==> config.mk <==
export PLATFORM = sky130hd
export DESIGN_NAME = qeo_top
export DESIGN_NICKNAME = d
export VERILOG_FILES = /design/src/qeo_pkg.sv /design/src/qeo_top.sv /design/src/qeo_hyst_filter.sv /design/src/qeo_stepper.sv
export SDC_FILE = /design/constraint.sdc
export NUM_CORES = 1
export LEC_CHECK = 0
export ABC_CLOCK_PERIOD_IN_PS = 3800
export BUFFER_PORTS_ARGS = -buffer_cell sky130_fd_sc_hd__buf_2
export CORE_MARGIN = 3
export CORE_UTILIZATION = 56
export DETAILED_ROUTE_END_ITERATION = 8
export HOLD_SLACK_MARGIN = 0.05
export PLACE_DENSITY = 0.78
export SKIP_LAST_GASP = 1
export SYNTH_ARGS = -nofsm -noshare
export SYNTH_HDL_FRONTEND = slang
export SYNTH_SLANG_ARGS = --single-unit
export TNS_END_PERCENT = 1
==> constraint.sdc <==
create_clock -name clk -period 3.8 [get_ports clk]
set_input_delay 0.57 -clock clk [delete_from_list [all_inputs] [get_ports clk]]
set_output_delay 0.57 -clock clk [all_outputs]
set_load 0.01 [all_outputs]
==> src/qeo_pkg.sv <==
// Purpose: shared constants and types of the quadrature encoder output block
// Assumes: 125 MHz clock, angle front end on the same clock
// Notes: thresholds of the field monitor are plain defaults

package qeo_pkg;

    localparam int ANGLE_W = 8;
    localparam int FINE_W = ANGLE_W + 1;
    localparam int FIELD_W = 8;

    localparam int CLK_PERIOD_NS = 8;
    localparam int NS_PER_MS = 1000000;
    localparam int COMP_TIME_MS = 50;
    localparam int COMP_CYCLES_DEF = COMP_TIME_MS * NS_PER_MS / CLK_PERIOD_NS;

    localparam int STEP_GAP_DEF = 1;
    localparam int GAP_W = 8;

    localparam logic [ANGLE_W-1:0] INDEX_POS = 8'h00;
    localparam logic [FIELD_W-1:0] FIELD_MIN_DEF = 8'h20;
    localparam logic [FIELD_W-1:0] FIELD_MAX_DEF = 8'he0;
    localparam logic [FIELD_W-1:0] FIELD_BAND_DEF = 8'h04;

    // {a, b} per step of a four-step cycle, one channel changes per step
    localparam logic [1:0] QUAD_PH0 = 2'h0;
    localparam logic [1:0] QUAD_PH1 = 2'h2;
    localparam logic [1:0] QUAD_PH2 = 2'h3;
    localparam logic [1:0] QUAD_PH3 = 2'h1;

    typedef struct packed {
        logic a;
        logic b;
        logic index;
    } qeo_quad_type;

    typedef struct packed {
        logic rise;
        logic fall;
    } qeo_field_type;

    typedef enum logic [1:0] {
        ST_FORCED_HIGH,
        ST_WAIT_COMP,
        ST_RUN
    } qeo_state_type;

endpackage : qeo_pkg

==> src/qeo_top.sv <==
// Purpose: quadrature A/B/index output and field diagnostics of the encoder
// Assumes: angle and field samples come from logic on clk
// Notes: output enable pin is asynchronous and is synchronised here

module qeo_top
    import qeo_pkg::*;
#(
    parameter int COMP_CYCLES = COMP_CYCLES_DEF,
    parameter int STEP_GAP = STEP_GAP_DEF,
    parameter logic [FIELD_W-1:0] FIELD_MIN = FIELD_MIN_DEF,
    parameter logic [FIELD_W-1:0] FIELD_MAX = FIELD_MAX_DEF,
    parameter logic [FIELD_W-1:0] FIELD_BAND = FIELD_BAND_DEF
)
(
    input wire logic clk,
    input wire logic nrst,
    input wire logic [FINE_W-1:0] angle_fine,
    input wire logic angle_valid,
    input wire logic [ANGLE_W-1:0] zero_pos,
    input wire logic [FIELD_W-1:0] field_mag,
    input wire logic field_valid,
    input wire logic output_enable_n,
    output qeo_quad_type quad,
    input wire logic field_rise_flag_in,
    output logic field_rise_flag_out,
    output logic field_rise_flag_oe,
    input wire logic field_fall_flag_in,
    output logic field_fall_flag_out,
    output logic field_fall_flag_oe
);

    localparam int CNT_W = $clog2(COMP_CYCLES + 1);

    // ---- output enable pin synchroniser
    // two flops: the pin is asynchronous to clk and may change at any time
    // only the second flop is read, the first may still be settling
    logic oe_n_meta_reg, oe_n_meta_next;
    logic oe_n_sync_reg, oe_n_sync_next;

    always_comb begin
        oe_n_meta_next = output_enable_n;
        oe_n_sync_next = oe_n_meta_reg;
    end

    // pin has a pull-up, so idle value is high
    always_ff @(posedge clk) begin
        if (!nrst) begin
            oe_n_meta_reg <= 1'b1;
            oe_n_sync_reg <= 1'b1;
        end else begin
            oe_n_meta_reg <= oe_n_meta_next;
            oe_n_sync_reg <= oe_n_sync_next;
        end
    end

    // ---- offset compensation wait after power-up
    // counts from reset release, so any later reset restarts the wait
    // the counter parks at the end, so done never drops until reset
    logic [CNT_W-1:0] comp_cnt_reg, comp_cnt_next;
    logic comp_done_reg, comp_done_next;

    always_comb begin
        comp_cnt_next = comp_cnt_reg;
        comp_done_next = comp_done_reg;
        if (!comp_done_reg) begin
            if (comp_cnt_reg == CNT_W'(COMP_CYCLES - 1)) begin
                comp_done_next = 1'b1;
            end else begin
                comp_cnt_next = comp_cnt_reg + CNT_W'(1);
            end
        end
    end

    always_ff @(posedge clk) begin
        if (!nrst) begin
            comp_cnt_reg <= '0;
            comp_done_reg <= 1'b0;
        end else begin
            comp_cnt_reg <= comp_cnt_next;
            comp_done_reg <= comp_done_next;
        end
    end

    // ---- angle path: zero offset, hysteresis, stepping
    logic [FINE_W-1:0] angle_rel;
    logic [ANGLE_W-1:0] filt_pos;
    logic filt_valid;
    logic [ANGLE_W-1:0] step_pos;
    logic step_load;

    // zero code moves the index to the programmed position
    assign angle_rel = angle_fine - {zero_pos, 1'b0};

    // the filter works in half steps, so its reversal band is half a step
    // its direction flag is not needed outside it
    qeo_hyst_filter u_filter (
        .clk(clk),
        .nrst(nrst),
        .sample_valid(angle_valid),
        .fine_angle(angle_rel),
        .pos(filt_pos),
        .pos_valid(filt_valid),
        .dir_down()
    );

    // walking keeps one output edge per step even when the angle jumps
    qeo_stepper #(
        .STEP_GAP(STEP_GAP)
    ) u_stepper (
        .clk(clk),
        .nrst(nrst),
        .load(step_load),
        .target(filt_pos),
        .pos(step_pos)
    );

    // ---- output state
    qeo_state_type state_reg, state_next;

    always_comb begin
        state_next = state_reg;
        unique case (state_reg)
            ST_FORCED_HIGH: begin
                // only the controller pulling the pin low leaves this state
                if (!oe_n_sync_reg) begin
                    state_next = ST_WAIT_COMP;
                end
            end
            ST_WAIT_COMP: begin
                // enabled, but outputs stay low until the offsets have settled
                if (comp_done_reg && filt_valid) begin
                    state_next = ST_RUN;
                end
            end
            ST_RUN: begin
                // pin is no longer looked at once running
                state_next = ST_RUN;
            end
            default: begin
                // unused state code: fall back to the safe power-up state
                state_next = ST_FORCED_HIGH;
            end
        endcase
    end

    always_ff @(posedge clk) begin
        if (!nrst) begin
            // any reset, power-up or brown-out, lands in the flagged state
            state_reg <= ST_FORCED_HIGH;
        end else begin
            state_reg <= state_next;
        end
    end

    // stepper follows the target silently until outputs go live
    assign step_load = (state_reg != ST_RUN);

    // ---- quadrature and index outputs
    // bit positions of the channels inside a phase code {a, b}
    localparam int PH_A = 1;
    localparam int PH_B = 0;

    qeo_quad_type quad_reg, quad_next;
    logic [1:0] phase_ab;
    logic at_index;

    always_comb begin
        // rising position gives A before B
        unique case (step_pos[1:0])
            2'h0: phase_ab = QUAD_PH0;
            2'h1: phase_ab = QUAD_PH1;
            2'h2: phase_ab = QUAD_PH2;
            2'h3: phase_ab = QUAD_PH3;
        endcase
        at_index = (step_pos == INDEX_POS);
    end

    always_comb begin
        quad_next = '{a: 1'b0, b: 1'b0, index: 1'b0};
        unique case (state_reg)
            ST_FORCED_HIGH: begin
                quad_next = '{a: 1'b1, b: 1'b1, index: 1'b1};
            end
            ST_WAIT_COMP: begin
                quad_next = '{a: 1'b0, b: 1'b0, index: 1'b0};
            end
            ST_RUN: begin
                if (at_index) begin
                    quad_next = '{a: 1'b0, b: 1'b0, index: 1'b1};
                end else begin
                    quad_next.a = phase_ab[PH_A];
                    quad_next.b = phase_ab[PH_B];
                    quad_next.index = 1'b0;
                end
            end
            default: begin
                // unused state code: show the power-loss pattern
                quad_next = '{a: 1'b1, b: 1'b1, index: 1'b1};
            end
        endcase
    end

    always_ff @(posedge clk) begin
        if (!nrst) begin
            quad_reg <= '{a: 1'b1, b: 1'b1, index: 1'b1};
        end else begin
            quad_reg <= quad_next;
        end
    end

    // pins come straight from a register, so decode glitches never reach them
    assign quad = quad_reg;

    // ---- magnetic field monitor
    qeo_field_type field_reg, field_next;
    // field level at the last reported change
    logic [FIELD_W-1:0] ref_reg, ref_next;
    logic ref_seen_reg, ref_seen_next;
    logic out_of_range;
    logic [FIELD_W-1:0] rise_amt, fall_amt;
    logic rise_big, fall_big;

    always_comb begin
        out_of_range = (field_mag < FIELD_MIN) || (field_mag > FIELD_MAX);
        rise_amt = field_mag - ref_reg;
        fall_amt = ref_reg - field_mag;
        // the band keeps noise on a still magnet from toggling the flags
        rise_big = (field_mag > ref_reg) && (rise_amt > FIELD_BAND);
        fall_big = (field_mag < ref_reg) && (fall_amt > FIELD_BAND);
        field_next = field_reg;
        ref_next = ref_reg;
        ref_seen_next = ref_seen_reg;
        if (field_valid) begin
            if (out_of_range) begin
                // re-base here, so the return into range shows as a move
                field_next = '{rise: 1'b1, fall: 1'b1};
                ref_next = field_mag;
                ref_seen_next = 1'b1;
            end else if (!ref_seen_reg) begin
                field_next = '{rise: 1'b0, fall: 1'b0};
                ref_next = field_mag;
                ref_seen_next = 1'b1;
            end else if (rise_big) begin
                field_next = '{rise: 1'b1, fall: 1'b0};
                ref_next = field_mag;
            end else if (fall_big) begin
                field_next = '{rise: 1'b0, fall: 1'b1};
                ref_next = field_mag;
            end else begin
                // small changes count as steady, reference kept
                field_next = '{rise: 1'b0, fall: 1'b0};
            end
        end
    end

    always_ff @(posedge clk) begin
        if (!nrst) begin
            field_reg <= '{rise: 1'b0, fall: 1'b0};
            ref_reg <= '0;
            ref_seen_reg <= 1'b0;
        end else begin
            field_reg <= field_next;
            ref_reg <= ref_next;
            ref_seen_reg <= ref_seen_next;
        end
    end

    // ---- open drain pins: only ever pull low
    // the data side is tied low and only the enable moves, so a flag
    // never fights the pull-up or the other flag on a shared line
    localparam int FLAG_N = 2;
    logic [FLAG_N-1:0] flag_on;
    logic [FLAG_N-1:0] flag_out;
    logic [FLAG_N-1:0] flag_oe;

    assign flag_on = {field_reg.rise, field_reg.fall};

    for (genvar i = 0; i < FLAG_N; i++) begin : g_flag
        assign flag_out[i] = 1'b0;
        assign flag_oe[i] = flag_on[i];
    end

    assign field_rise_flag_out = flag_out[1];
    assign field_rise_flag_oe = flag_oe[1];
    assign field_fall_flag_out = flag_out[0];
    assign field_fall_flag_oe = flag_oe[0];

endmodule : qeo_top

==> src/qeo_hyst_filter.sv <==
// Purpose: reversal hysteresis on the fine angle, half a step wide
// Assumes: fine angle counts half steps, moves less than half a turn per sample
// Notes: edges sit half a step later while turning down

module qeo_hyst_filter
    import qeo_pkg::*;
(
    input wire logic clk,
    input wire logic nrst,
    input wire logic sample_valid,
    input wire logic [FINE_W-1:0] fine_angle,
    output logic [ANGLE_W-1:0] pos,
    output logic pos_valid,
    output logic dir_down
);

    logic [ANGLE_W-1:0] pos_reg, pos_next;
    logic valid_reg, valid_next;
    logic down_reg, down_next;
    logic [FINE_W:0] fine_plus;
    logic [ANGLE_W-1:0] cand_up, cand_dn, d_up, d_dn;
    logic up_ahead, dn_behind;

    always_comb begin
        fine_plus = {1'b0, fine_angle} + (FINE_W + 1)'(1);
        cand_up = fine_angle[FINE_W-1:1];
        cand_dn = fine_plus[ANGLE_W:1];
        d_up = cand_up - pos_reg;
        d_dn = cand_dn - pos_reg;
        up_ahead = (d_up != '0) && !d_up[ANGLE_W-1];
        dn_behind = d_dn[ANGLE_W-1];
        pos_next = pos_reg;
        valid_next = valid_reg;
        down_next = down_reg;
        if (sample_valid) begin
            if (!valid_reg) begin
                pos_next = cand_up;
                valid_next = 1'b1;
                down_next = 1'b0;
            end else if (!down_reg) begin
                if (up_ahead) begin
                    pos_next = cand_up;
                end else if (dn_behind) begin
                    pos_next = cand_dn;
                    down_next = 1'b1;
                end
            end else begin
                if (dn_behind) begin
                    pos_next = cand_dn;
                end else if (up_ahead) begin
                    pos_next = cand_up;
                    down_next = 1'b0;
                end
            end
        end
    end

    always_ff @(posedge clk) begin
        if (!nrst) begin
            pos_reg <= '0;
            valid_reg <= 1'b0;
            down_reg <= 1'b0;
        end else begin
            pos_reg <= pos_next;
            valid_reg <= valid_next;
            down_reg <= down_next;
        end
    end

    assign pos = pos_reg;
    assign pos_valid = valid_reg;
    assign dir_down = down_reg;

endmodule : qeo_hyst_filter

==> src/qeo_stepper.sv <==
// Purpose: walks the output position one step at a time toward the target
// Assumes: target moves less than half a turn between steps
// Notes: load jumps without walking, used while outputs are not live

module qeo_stepper
    import qeo_pkg::*;
#(
    parameter int STEP_GAP = STEP_GAP_DEF
)
(
    input wire logic clk,
    input wire logic nrst,
    input wire logic load,
    input wire logic [ANGLE_W-1:0] target,
    output logic [ANGLE_W-1:0] pos
);

    logic [ANGLE_W-1:0] pos_reg, pos_next, diff;
    logic [GAP_W-1:0] gap_reg, gap_next;

    always_comb begin
        diff = target - pos_reg;
        pos_next = pos_reg;
        gap_next = (gap_reg == '0) ? '0 : gap_reg - GAP_W'(1);
        if (load) begin
            pos_next = target;
            gap_next = GAP_W'(STEP_GAP - 1);
        end else if ((gap_reg == '0) && (diff != '0)) begin
            // one step, hence one edge, per move
            if (diff[ANGLE_W-1]) begin
                pos_next = pos_reg - ANGLE_W'(1);
            end else begin
                pos_next = pos_reg + ANGLE_W'(1);
            end
            gap_next = GAP_W'(STEP_GAP - 1);
        end
    end

    always_ff @(posedge clk) begin
        if (!nrst) begin
            pos_reg <= '0;
            gap_reg <= '0;
        end else begin
            pos_reg <= pos_next;
            gap_reg <= gap_next;
        end
    end

    assign pos = pos_reg;

endmodule : qeo_stepper

==> results of run 1 <==
-- worst reg2reg max path: stages (launching register included) --
cell and delay [ns]:
dfxtp_1 0.33, inv_1 0.09, ha_1 0.27, nor2b_1 0.13, o21ai_1 0.17, a21boi_1 0.11
o21ai_1 0.23, a21oi_2 0.13, o21a_1 0.23, nor2_1 0.19, buf_4 0.19, ha_1 0.28
a21oi_2 0.17, o21bai_1 0.08, a21oi_1 0.21, o21ai_1 0.14, xnor2_1 0.16, and3_1 0.18
a211o_1 0.28
-- synthesized netlist by cell type (all sizes together), types with 6 or more instances --
library cell / number
dfxtp: 68
inv: 65
nor2: 63
ha: 58
o21ai: 43
nand2: 41
xnor2: 29
a21oi: 25
xor2: 24
nand3: 22
clkbuf: 17
a31oi: 13
mux2i: 13
nand4: 12
o21a: 12
nor2b: 11
a21o: 10
or3: 10
nor3: 9
o211ai: 7
and3: 6
nand2b: 6
nand3b: 6
o2111ai: 6
o21bai: 6
-- report_power, final --
group	total, W	internal, W	switching, W
Combinational	0.00174	0.000815	0.000924
Clock	0.000621	0.000312	0.000309
Sequential	0.000839	0.000780	0.0000587
-- what timing repair did --
action / CTS / global route
buffers inserted: 0 / 8
resized for setup: 1 / 35
gates cloned: 0 / 2
endpoints found under the setup margin: 6 / 12
pin swaps: 1 / 16
hold endpoints to repair: 0 / 0
-- stage by stage --
step	TNS (ns)	std cells	util, %	setup slack [ns]
6_report	-0.254	879	69.7	-0.0999
5_1_grt	-2.50	879	69.7	-0.322
4_1_cts	-0.0549	869	67.3	-0.0241
3_5_place_dp	-3.11	853	65.0	-0.467
3_3_place_gp	-1.94	853	65.0	-0.308
2_1_floorplan	-0.618	662	-	-0.150
-- per-layer routing --
| layer | wire length, µm | track usage [%] | up-vias | part of all wire [%] |
|---|---|---|---|---|
| li1 | - | - | 2522 | - |
| met1 | 5550 | 27.7 | 2393 | 44 |
| met2 | 6410 | 40.9 | 127 | 51 |
| met3 | 550 | 4.22 | 20 | 4.3 |
| met4 | 177 | 6.17 | 0 | 1.4 |
| met5 | 0 | 0 | - | 0 |
-- cells by family (layout without fill, tap and decap cells) --
group,after synthesis,after routing,share of synthesized area (%)
AOI/OAI and AO/OA,164,165,20.8
DFF,68,68,25.2
adders and majority gates,63,63,15.3
and+or+nand+nor,212,212,20.5
buffers and inverters,86,173,6.28
muxes,13,13,2.41
other,1,2,0.0695
xor gates and xnor gates,54,54,9.43
-- area by class of cell --
cell class | count | area [µm²] | area share [%]
timing repair buffer | 92 | 613 | 9.47
clock inverter | 7 | 80.1 | 1.24
inverter | 65 | 246 | 3.81
clock buffer | 9 | 124 | 1.91
multi-input combinational | 509 | 3880 | 60.0
sequential | 68 | 1360 | 21.0
tap | 129 | 161 | 2.49
-- worst paths after layout --
kind	end	start	cells past startpoint	slack (ns)
setup / recovery	u_filter.pos[2]	angle_fine[1]	17	-0.1
setup reg to reg	u_stepper.pos[7]	u_stepper.pos[1]	18	0.13
hold / removal	oe_n_meta_reg	output_enable_n	2	0.40
hold reg to reg	oe_n_sync_reg	oe_n_meta_reg	1	0.41
==> reports/qor.json, run 1 <==
{
  "status": {"value": "finished, violations left"},
  "violations_in_the_final_reports": {"value": "setup timing"},
  "clockBufferDepth": {"value": 2},
  "clk_transition_reported_paths": {"value": 0.08, "unit": "ns"},
  "setup_viol_count_final": {"value": 8},
  "critical_path.startpoint_type": {"value": "input pin"},
  "final_cell_mix": {"value": "dfxtp_1, nor2_1, inv_1"},
  "fillCellCount": {"value": 753},
  "commonest_non_fill_non_tap_cell_in_the_layout": {"value": "dfxtp_1"},
  "cts_made_buffers": {"value": 9},
  "yosys_warnings": {"value": 0},
  "clock_tree.root_cell": {"value": "clkbuf_8"},
  "synth_enable_flop_cells": {"value": 0},
  "globalRouteOverflowTotal": {"value": 0},
  "critical-path-max-stage-delay": {"value": 0.52, "unit": "ns"},
  "timing_worst_setup_path_type": {"value": "input pin to flop"},
  "postLayoutSetupSlackWorst": {"value": -0.0999, "unit": "ns"},
  "chipWidth": {"value": 104, "unit": "µm"},
  "largest_register_ff_count": {"value": 23},
  "grt_max_degree": {"value": 46},
  "async_reset_ff_share": {"value": 0, "unit": "%"},
  "finClkSkew": {"value": 0.0126, "unit": "ns"},
  "drt_iter0_markers": {"value": 219},
  "netlist.top_cell.by_area": {"value": "dfxtp_1"},
  "finalWeightedCongestion": {"value": 0.901},
  "min_period_over_period": {"value": 103, "unit": "%"},
  "drive_gt1_share": {"value": 19.5, "unit": "%"},
  "worst_ep_arrival_time": {"value": 4.16, "unit": "ns"},
  "io_pins": {"value": 39},
  "grt_antenna_before_repair": {"value": 0},
  "timing_hold_violations_final": {"value": 0},
  "synth_top_cell_area_share": {"value": 25.2, "unit": "%"},
  "synth_top_flop_cell": {"value": "dfxtp_1"},
  "critical_path_endpoint_category": {"value": "flop"},
  "groute.usage.overall": {"value": 22.7, "unit": "%"},
  "ys_seq_elements": {"value": 68},
  "worstPathCellList": {"value": "buf_6 > inv_4 > ha_4 > inv_2 > fa_2 > buf_4 > fa_1 > a21o_1 > a21oi_1 > xnor2_1 > nor4b_1 > o21ai_0 > o311ai_4 > buf_4 > a31oi_4 > buf_6 > o311ai_2"},
  "synth_to_layout_area_growth": {"value": 19.9, "unit": "%"},
  "worst_skew_pair.late_latency": {"value": 0.36, "unit": "ns"},
  "holdBufCountCts": {"value": 0},
  "initial_core_util": {"value": 58.2, "unit": "%"},
  "postRouteWirelength": {"value": 12700, "unit": "µm"},
  "stdcell_area": {"value": 6470, "unit": "µm²"},
  "worst_hold_slack": {"value": 0.404, "unit": "ns"},
  "worstMarginPinSlew": {"value": 0.855, "unit": "ns"},
  "number_of_vias_per_cell": {"value": 5.76},
  "tmin_final": {"value": 3.90, "unit": "ns"},
  "place_area": {"value": 6030, "unit": "µm²"},
  "synth_cells": {"value": 661},
  "required": {"value": 4.06, "unit": "ns"},
  "io_buffers": {"value": 34},
  "leakage_power": {"value": 2.82, "unit": "nW"},
  "syn-cell-area": {"value": 5400, "unit": "µm²"},
  "finalPower": {"value": 0.00320, "unit": "W"},
  "rsz0062_at_grt": {"value": "yes"},
  "cts.sink_count": {"value": 68},
  "first_pass_grt_wire_length": {"value": 21100, "unit": "µm"},
  "design.core.area": {"value": 9280, "unit": "µm²"},
  "holdCritPathClass": {"value": "input pin to flop"},
  "h-tree-depth": {"value": 3},
  "die_h": {"value": 104, "unit": "µm"},
  "vias": {"value": 5062},
  "worst_path_max_delay_cell": {"value": "fa_2"},
  "worstPathMaxFanout": {"value": 8},
  "drv.max_cap_violation_count": {"value": 0},
  "max_freq": {"value": 0.256, "unit": "GHz"},
  "power_density_of_the_placed_cells": {"value": 494, "unit": "nW/µm²"},
  "design.die.area": {"value": 10900, "unit": "µm²"},
  "synthDistinctLibCells": {"value": 72},
  "syn_avg_cell_area": {"value": 8.17, "unit": "µm²"},
  "dp.final_hpwl": {"value": 9240, "unit": "µm"},
  "antenna_left": {"value": 0},
  "drt_drc_violations_left": {"value": 0},
  "rows": {"value": 35},
  "tritoncts": {"value": "built"},
  "max-slew-margin-rel": {"value": 43.0, "unit": "%"},
  "drt_pass1_iterations": {"value": 5},
  "avgRoutedWirePerCell": {"value": 14.4, "unit": "µm"},
  "critical_path_buf_inv_count": {"value": 6},
  "vdd_ir_drop_max": {"value": 0.000230, "unit": "V"},
  "finish.net_count": {"value": 840},
  "ys_top_cells_by_area": {"value": "dfxtp_1, ha_1, xnor2_1"},
  "critical_path.top_delay_family": {"value": "compound AO/OA/AOI/OAI gates"},
  "number_of_global_route_vias_before_repair": {"value": 4876},
  "synth.yosys.seq_area_share": {"value": 25.2, "unit": "%"},
  "final-max-slew-violation-count": {"value": 0},
  "total_inserted_antenna_cells": {"value": 0}
}
Power figures use the tool's default switching activity.
==> run 2: changes to the inputs <==
Settings changed: CORE_UTILIZATION 56 to 57, CTS_BUF_LIST from default to sky130_fd_sc_hd__clkbuf_8, PLACE_DENSITY 0.78 to 0.79.
==> run 2 against run 1 <==
  * Routed wire length down 3.6%
  * Final cell count decreased by 1.1%
  * Setup slack better by 0.092 ns
  * Core utilization rose by 1.7 points
  * Worst hold slack better by 0.012 ns
  * Non-clock buffer count decreased by 7
  * First-iteration DRC count down 5.5%
  * Sequential power barely moved
  * The flow still finishes with violations (setup timing)
  * Combinational power is 5% lower
  * Sequential share of layout area rose by 0.21 points
==> reports/qor.json, run 2 (synthesized netlist as in run 1, its figures left out) <==
{
  "initial_core_util": {"value": 60.1, "unit": "%", "change": "was 58.2%"},
  "number_of_vias_per_cell": {"value": 5.72, "change": "was 5.76"},
  "power.net_switching": {"value": 0.00123, "unit": "W", "change": "was 0.00129 W"},
  "status": {"value": "finished, violations left", "change": "unchanged"},
  "rsz0062_at_grt": {"value": "yes", "change": "unchanged"},
  "cts.sink_count": {"value": 68, "change": "unchanged"},
  "power_density_of_the_placed_cells": {"value": 482, "unit": "nW/µm²", "change": "was 494 nW/µm²"},
  "io_pins": {"value": 39, "change": "unchanged"},
  "leakage_power": {"value": 2.79, "unit": "nW", "change": "was 2.82 nW"},
  "drt_drc_violations_left": {"value": 0, "change": "unchanged"},
  "worst_r2r_startpoint": {"value": "u_stepper.pos[1]", "change": "unchanged"},
  "total_inserted_antenna_cells": {"value": 0, "change": "unchanged"},
  "holdCritPathClass": {"value": "input pin to flop", "change": "unchanged"},
  "grt_max_degree": {"value": 46, "change": "unchanged"},
  "internal_power": {"value": 0.00186, "unit": "W", "change": "was 0.00191 W"},
  "avgRoutedWirePerCell": {"value": 14.1, "unit": "µm", "change": "was 14.4 µm"},
  "drv.max_cap_violation_count": {"value": 0, "change": "unchanged"},
  "globalRouteOverflowTotal": {"value": 0, "change": "unchanged"},
  "finalWeightedCongestion": {"value": 0.907, "change": "was 0.901"},
  "final-max-slew-violation-count": {"value": 0, "change": "unchanged"},
  "post-place-cells": {"value": 847, "change": "was 853"},
  "p_comb_share": {"value": 53.7, "unit": "%", "change": "was 54.4%"},
  "finish.net_count": {"value": 833, "change": "was 840"},
  "hold_path_end": {"value": "oe_n_meta_reg", "change": "unchanged"},
  "h-tree-depth": {"value": 3, "change": "unchanged"},
  "critical_path.startpoint_type": {"value": "input pin", "change": "unchanged"},
  "finalNonFillerCells": {"value": 869, "change": "was 879"},
  "min_period_over_period": {"value": 100, "unit": "%", "change": "was 103%"},
  "worst_ep_arrival_time": {"value": 4.06, "unit": "ns", "change": "was 4.16 ns"},
  "io_buffers": {"value": 34, "change": "unchanged"},
  "chipWidth": {"value": 103, "unit": "µm", "change": "was 104 µm"},
  "clk_transition_reported_paths": {"value": 0.08, "unit": "ns", "change": "about the same"},
  "max-slew-margin-rel": {"value": 48.6, "unit": "%", "change": "was 43.0%"},
  "place_area": {"value": 6010, "unit": "µm²", "change": "was 6030 µm²"},
  "r2r_worst_path_depth": {"value": 18, "change": "unchanged"},
  "rows": {"value": 34, "change": "was 35"},
  "worst_hold_slack": {"value": 0.416, "unit": "ns", "change": "was 0.404 ns"},
  "tritoncts": {"value": "built", "change": "unchanged"},
  "first_pass_grt_wire_length": {"value": 20200, "unit": "µm", "change": "was 21100 µm"},
  "stdcell_area": {"value": 6410, "unit": "µm²", "change": "was 6470 µm²"},
  "commonest_non_fill_non_tap_cell_in_the_layout": {"value": "dfxtp_1", "change": "unchanged"},
  "drt_iter0_markers": {"value": 207, "change": "was 219"},
  "finalPower": {"value": 0.00309, "unit": "W", "change": "was 0.00320 W"},
  "design.core.area": {"value": 8980, "unit": "µm²", "change": "was 9280 µm²"},
  "holdBufCountCts": {"value": 0, "change": "unchanged"},
  "number_of_global_route_vias_before_repair": {"value": 4770, "change": "was 4876"},
  "max_freq": {"value": 0.263, "unit": "GHz", "change": "was 0.256 GHz"},
  "clock_tree.root_cell": {"value": "clkbuf_8", "change": "unchanged"},
  "finClkSkew": {"value": 0.00939, "unit": "ns", "change": "was 0.0126 ns"},
  "worst_min_path_start": {"value": "output_enable_n", "change": "unchanged"},
  "setup_viol_count_final": {"value": 1, "change": "was 8"},
  "required": {"value": 4.05, "unit": "ns", "change": "was 4.06 ns"},
  "timing_worst_setup_path_type": {"value": "input pin to flop", "change": "unchanged"},
  "clock_power_share": {"value": 19.3, "unit": "%", "change": "was 19.4%"},
  "critical_path_endpoint_category": {"value": "flop", "change": "unchanged"},
  "worstPathMaxFanout": {"value": 7, "change": "was 8"},
  "postRouteWirelength": {"value": 12200, "unit": "µm", "change": "was 12700 µm"},
  "die_h": {"value": 103, "unit": "µm", "change": "was 104 µm"},
  "largest_register_ff_count": {"value": 23, "change": "unchanged"},
  "switching_share": {"value": 39.9, "unit": "%", "change": "was 40.4%"},
  "synth_to_layout_area_growth": {"value": 18.7, "unit": "%", "change": "was 19.9%"},
  "timing_hold_violations_final": {"value": 0, "change": "unchanged"},
  "drt_pass1_iterations": {"value": 5, "change": "unchanged"},
  "violations_in_the_final_reports": {"value": "setup timing", "change": "unchanged"},
  "design.die.area": {"value": 10700, "unit": "µm²", "change": "was 10900 µm²"},
  "worstMarginPinSlew": {"value": 0.771, "unit": "ns", "change": "was 0.855 ns"},
  "final_cell_mix": {"value": "dfxtp_1, nor2_1, inv_1", "change": "unchanged"},
  "grt_antenna_before_repair": {"value": 0, "change": "unchanged"},
  "worst_skew_pair.late_latency": {"value": 0.34, "unit": "ns", "change": "was 0.36 ns"},
  "tmin_final": {"value": 3.81, "unit": "ns", "change": "was 3.90 ns"},
  "groute.usage.overall": {"value": 23.0, "unit": "%", "change": "was 22.7%"},
  "timing.reg2reg.setup_slack": {"value": 0.14, "unit": "ns", "change": "was 0.13 ns"},
  "cts_made_buffers": {"value": 9, "change": "unchanged"},
  "power.sequential.fraction": {"value": 27.1, "unit": "%", "change": "was 26.2%"},
  "vias": {"value": 4969, "change": "was 5062"},
  "postLayoutSetupSlackWorst": {"value": -0.00839, "unit": "ns", "change": "was -0.0999 ns"},
  "fillCellCount": {"value": 680, "change": "was 753"},
  "drive_gt1_share": {"value": 18.7, "unit": "%", "change": "was 19.5%"},
  "vdd_ir_drop_max": {"value": 0.000228, "unit": "V", "change": "was 0.000230 V"},
  "dp.final_hpwl": {"value": 9070, "unit": "µm", "change": "was 9240 µm"},
  "antenna_left": {"value": 0, "change": "unchanged"},
  "min_delay_path_depth": {"value": 2, "change": "unchanged"},
  "clockBufferDepth": {"value": 2, "change": "unchanged"},
  "worst_r2r_endpoint": {"value": "u_stepper.pos[7]", "change": "unchanged"}
}
==> run 2: power by group through the flow <==
stage          Clock (W)  Combinational [W]  Sequential [W]
6_report        0.000595            0.00166        0.000837
5_1_grt         0.000632            0.00184        0.000845
4_1_cts         0.000607            0.00154        0.000834
3_5_place_dp           0            0.00149        0.000851
3_3_place_gp           0            0.00143        0.000849
2_1_floorplan          0            0.00111        0.000849
==> run 2: how the worst max path moves through the flow <==
| stage | slack, ns | start | cells past startpoint | endpoint |
|---|---|---|---|---|
| global route | -0.19 | angle_fine[1] | 18 | u_filter.pos[2] |
| CTS | -0.004 | u_stepper.pos[1] | 18 | u_stepper.pos[7] |
| detailed placement | -0.54 | angle_fine[1] | 19 | u_filter.pos[6] |
| finish | -0.008 | angle_fine[1] | 18 | u_filter.pos[2] |
| floorplan | -0.15 | angle_fine[1] | 17 | u_filter.pos[5] |
| global placement | -0.33 | angle_fine[1] | 19 | u_filter.pos[6] |
==> run 2: area by class of cell <==
class,instances,area [µm²],area share [%]
clock inverters,7,75.1,1.17
inverters,65,249,3.89
well taps,126,158,2.46
flip-flops and latches,68,1360,21.3
clock buffers,9,124,1.93
multi-input cells,509,3880,60.5
repair buffers,85,561,8.75
==> run 2: what timing repair did <==
item,CTS,global route
cloned,0,2
buffers inserted,2,2
pin swaps,4,14
gates resized for setup,3,30
setup endpoints to repair,9,12
hold endpoints to repair,0,0
==> run 2: critical path, cell delays in order <==
cell and delay [ns]:
buf_6 0.10, inv_4 0.04, ha_4 0.13, inv_4 0.03
fa_2 0.45, a211oi_4 0.30, nor2_4 0.08, xor2_4 0.24
nand3b_1 0.16, xnor2_1 0.16, ha_1 0.32, a21oi_2 0.14
o21ai_2 0.08, xnor2_2 0.24, xnor2_2 0.18, a2bb2oi_4 0.21
or4b_4 0.56, o311ai_2 0.07
==> run 2: layer usage <==
metal	routed length, µm	global-route usage (%)	part of all wire (%)	vias to the layer above
met5	0	0	0	-
met4	145	5.38	1.2	0
met3	470	4.36	3.8	21
met1	5490	27.0	45	2353
li1	-	-	-	2497
met2	6130	42.9	50	98
==> run 2: per-stage QoR <==
stage               utilization [%]  setup slack, ns  setup TNS, ns
floorplan                         -           -0.150         -0.618
global placement               66.9           -0.333          -2.22
detailed placement             66.9           -0.543          -3.77
CTS                            69.5         -0.00365       -0.00365
global route                   71.4           -0.191          -1.34
finish                         71.4         -0.00839       -0.00839
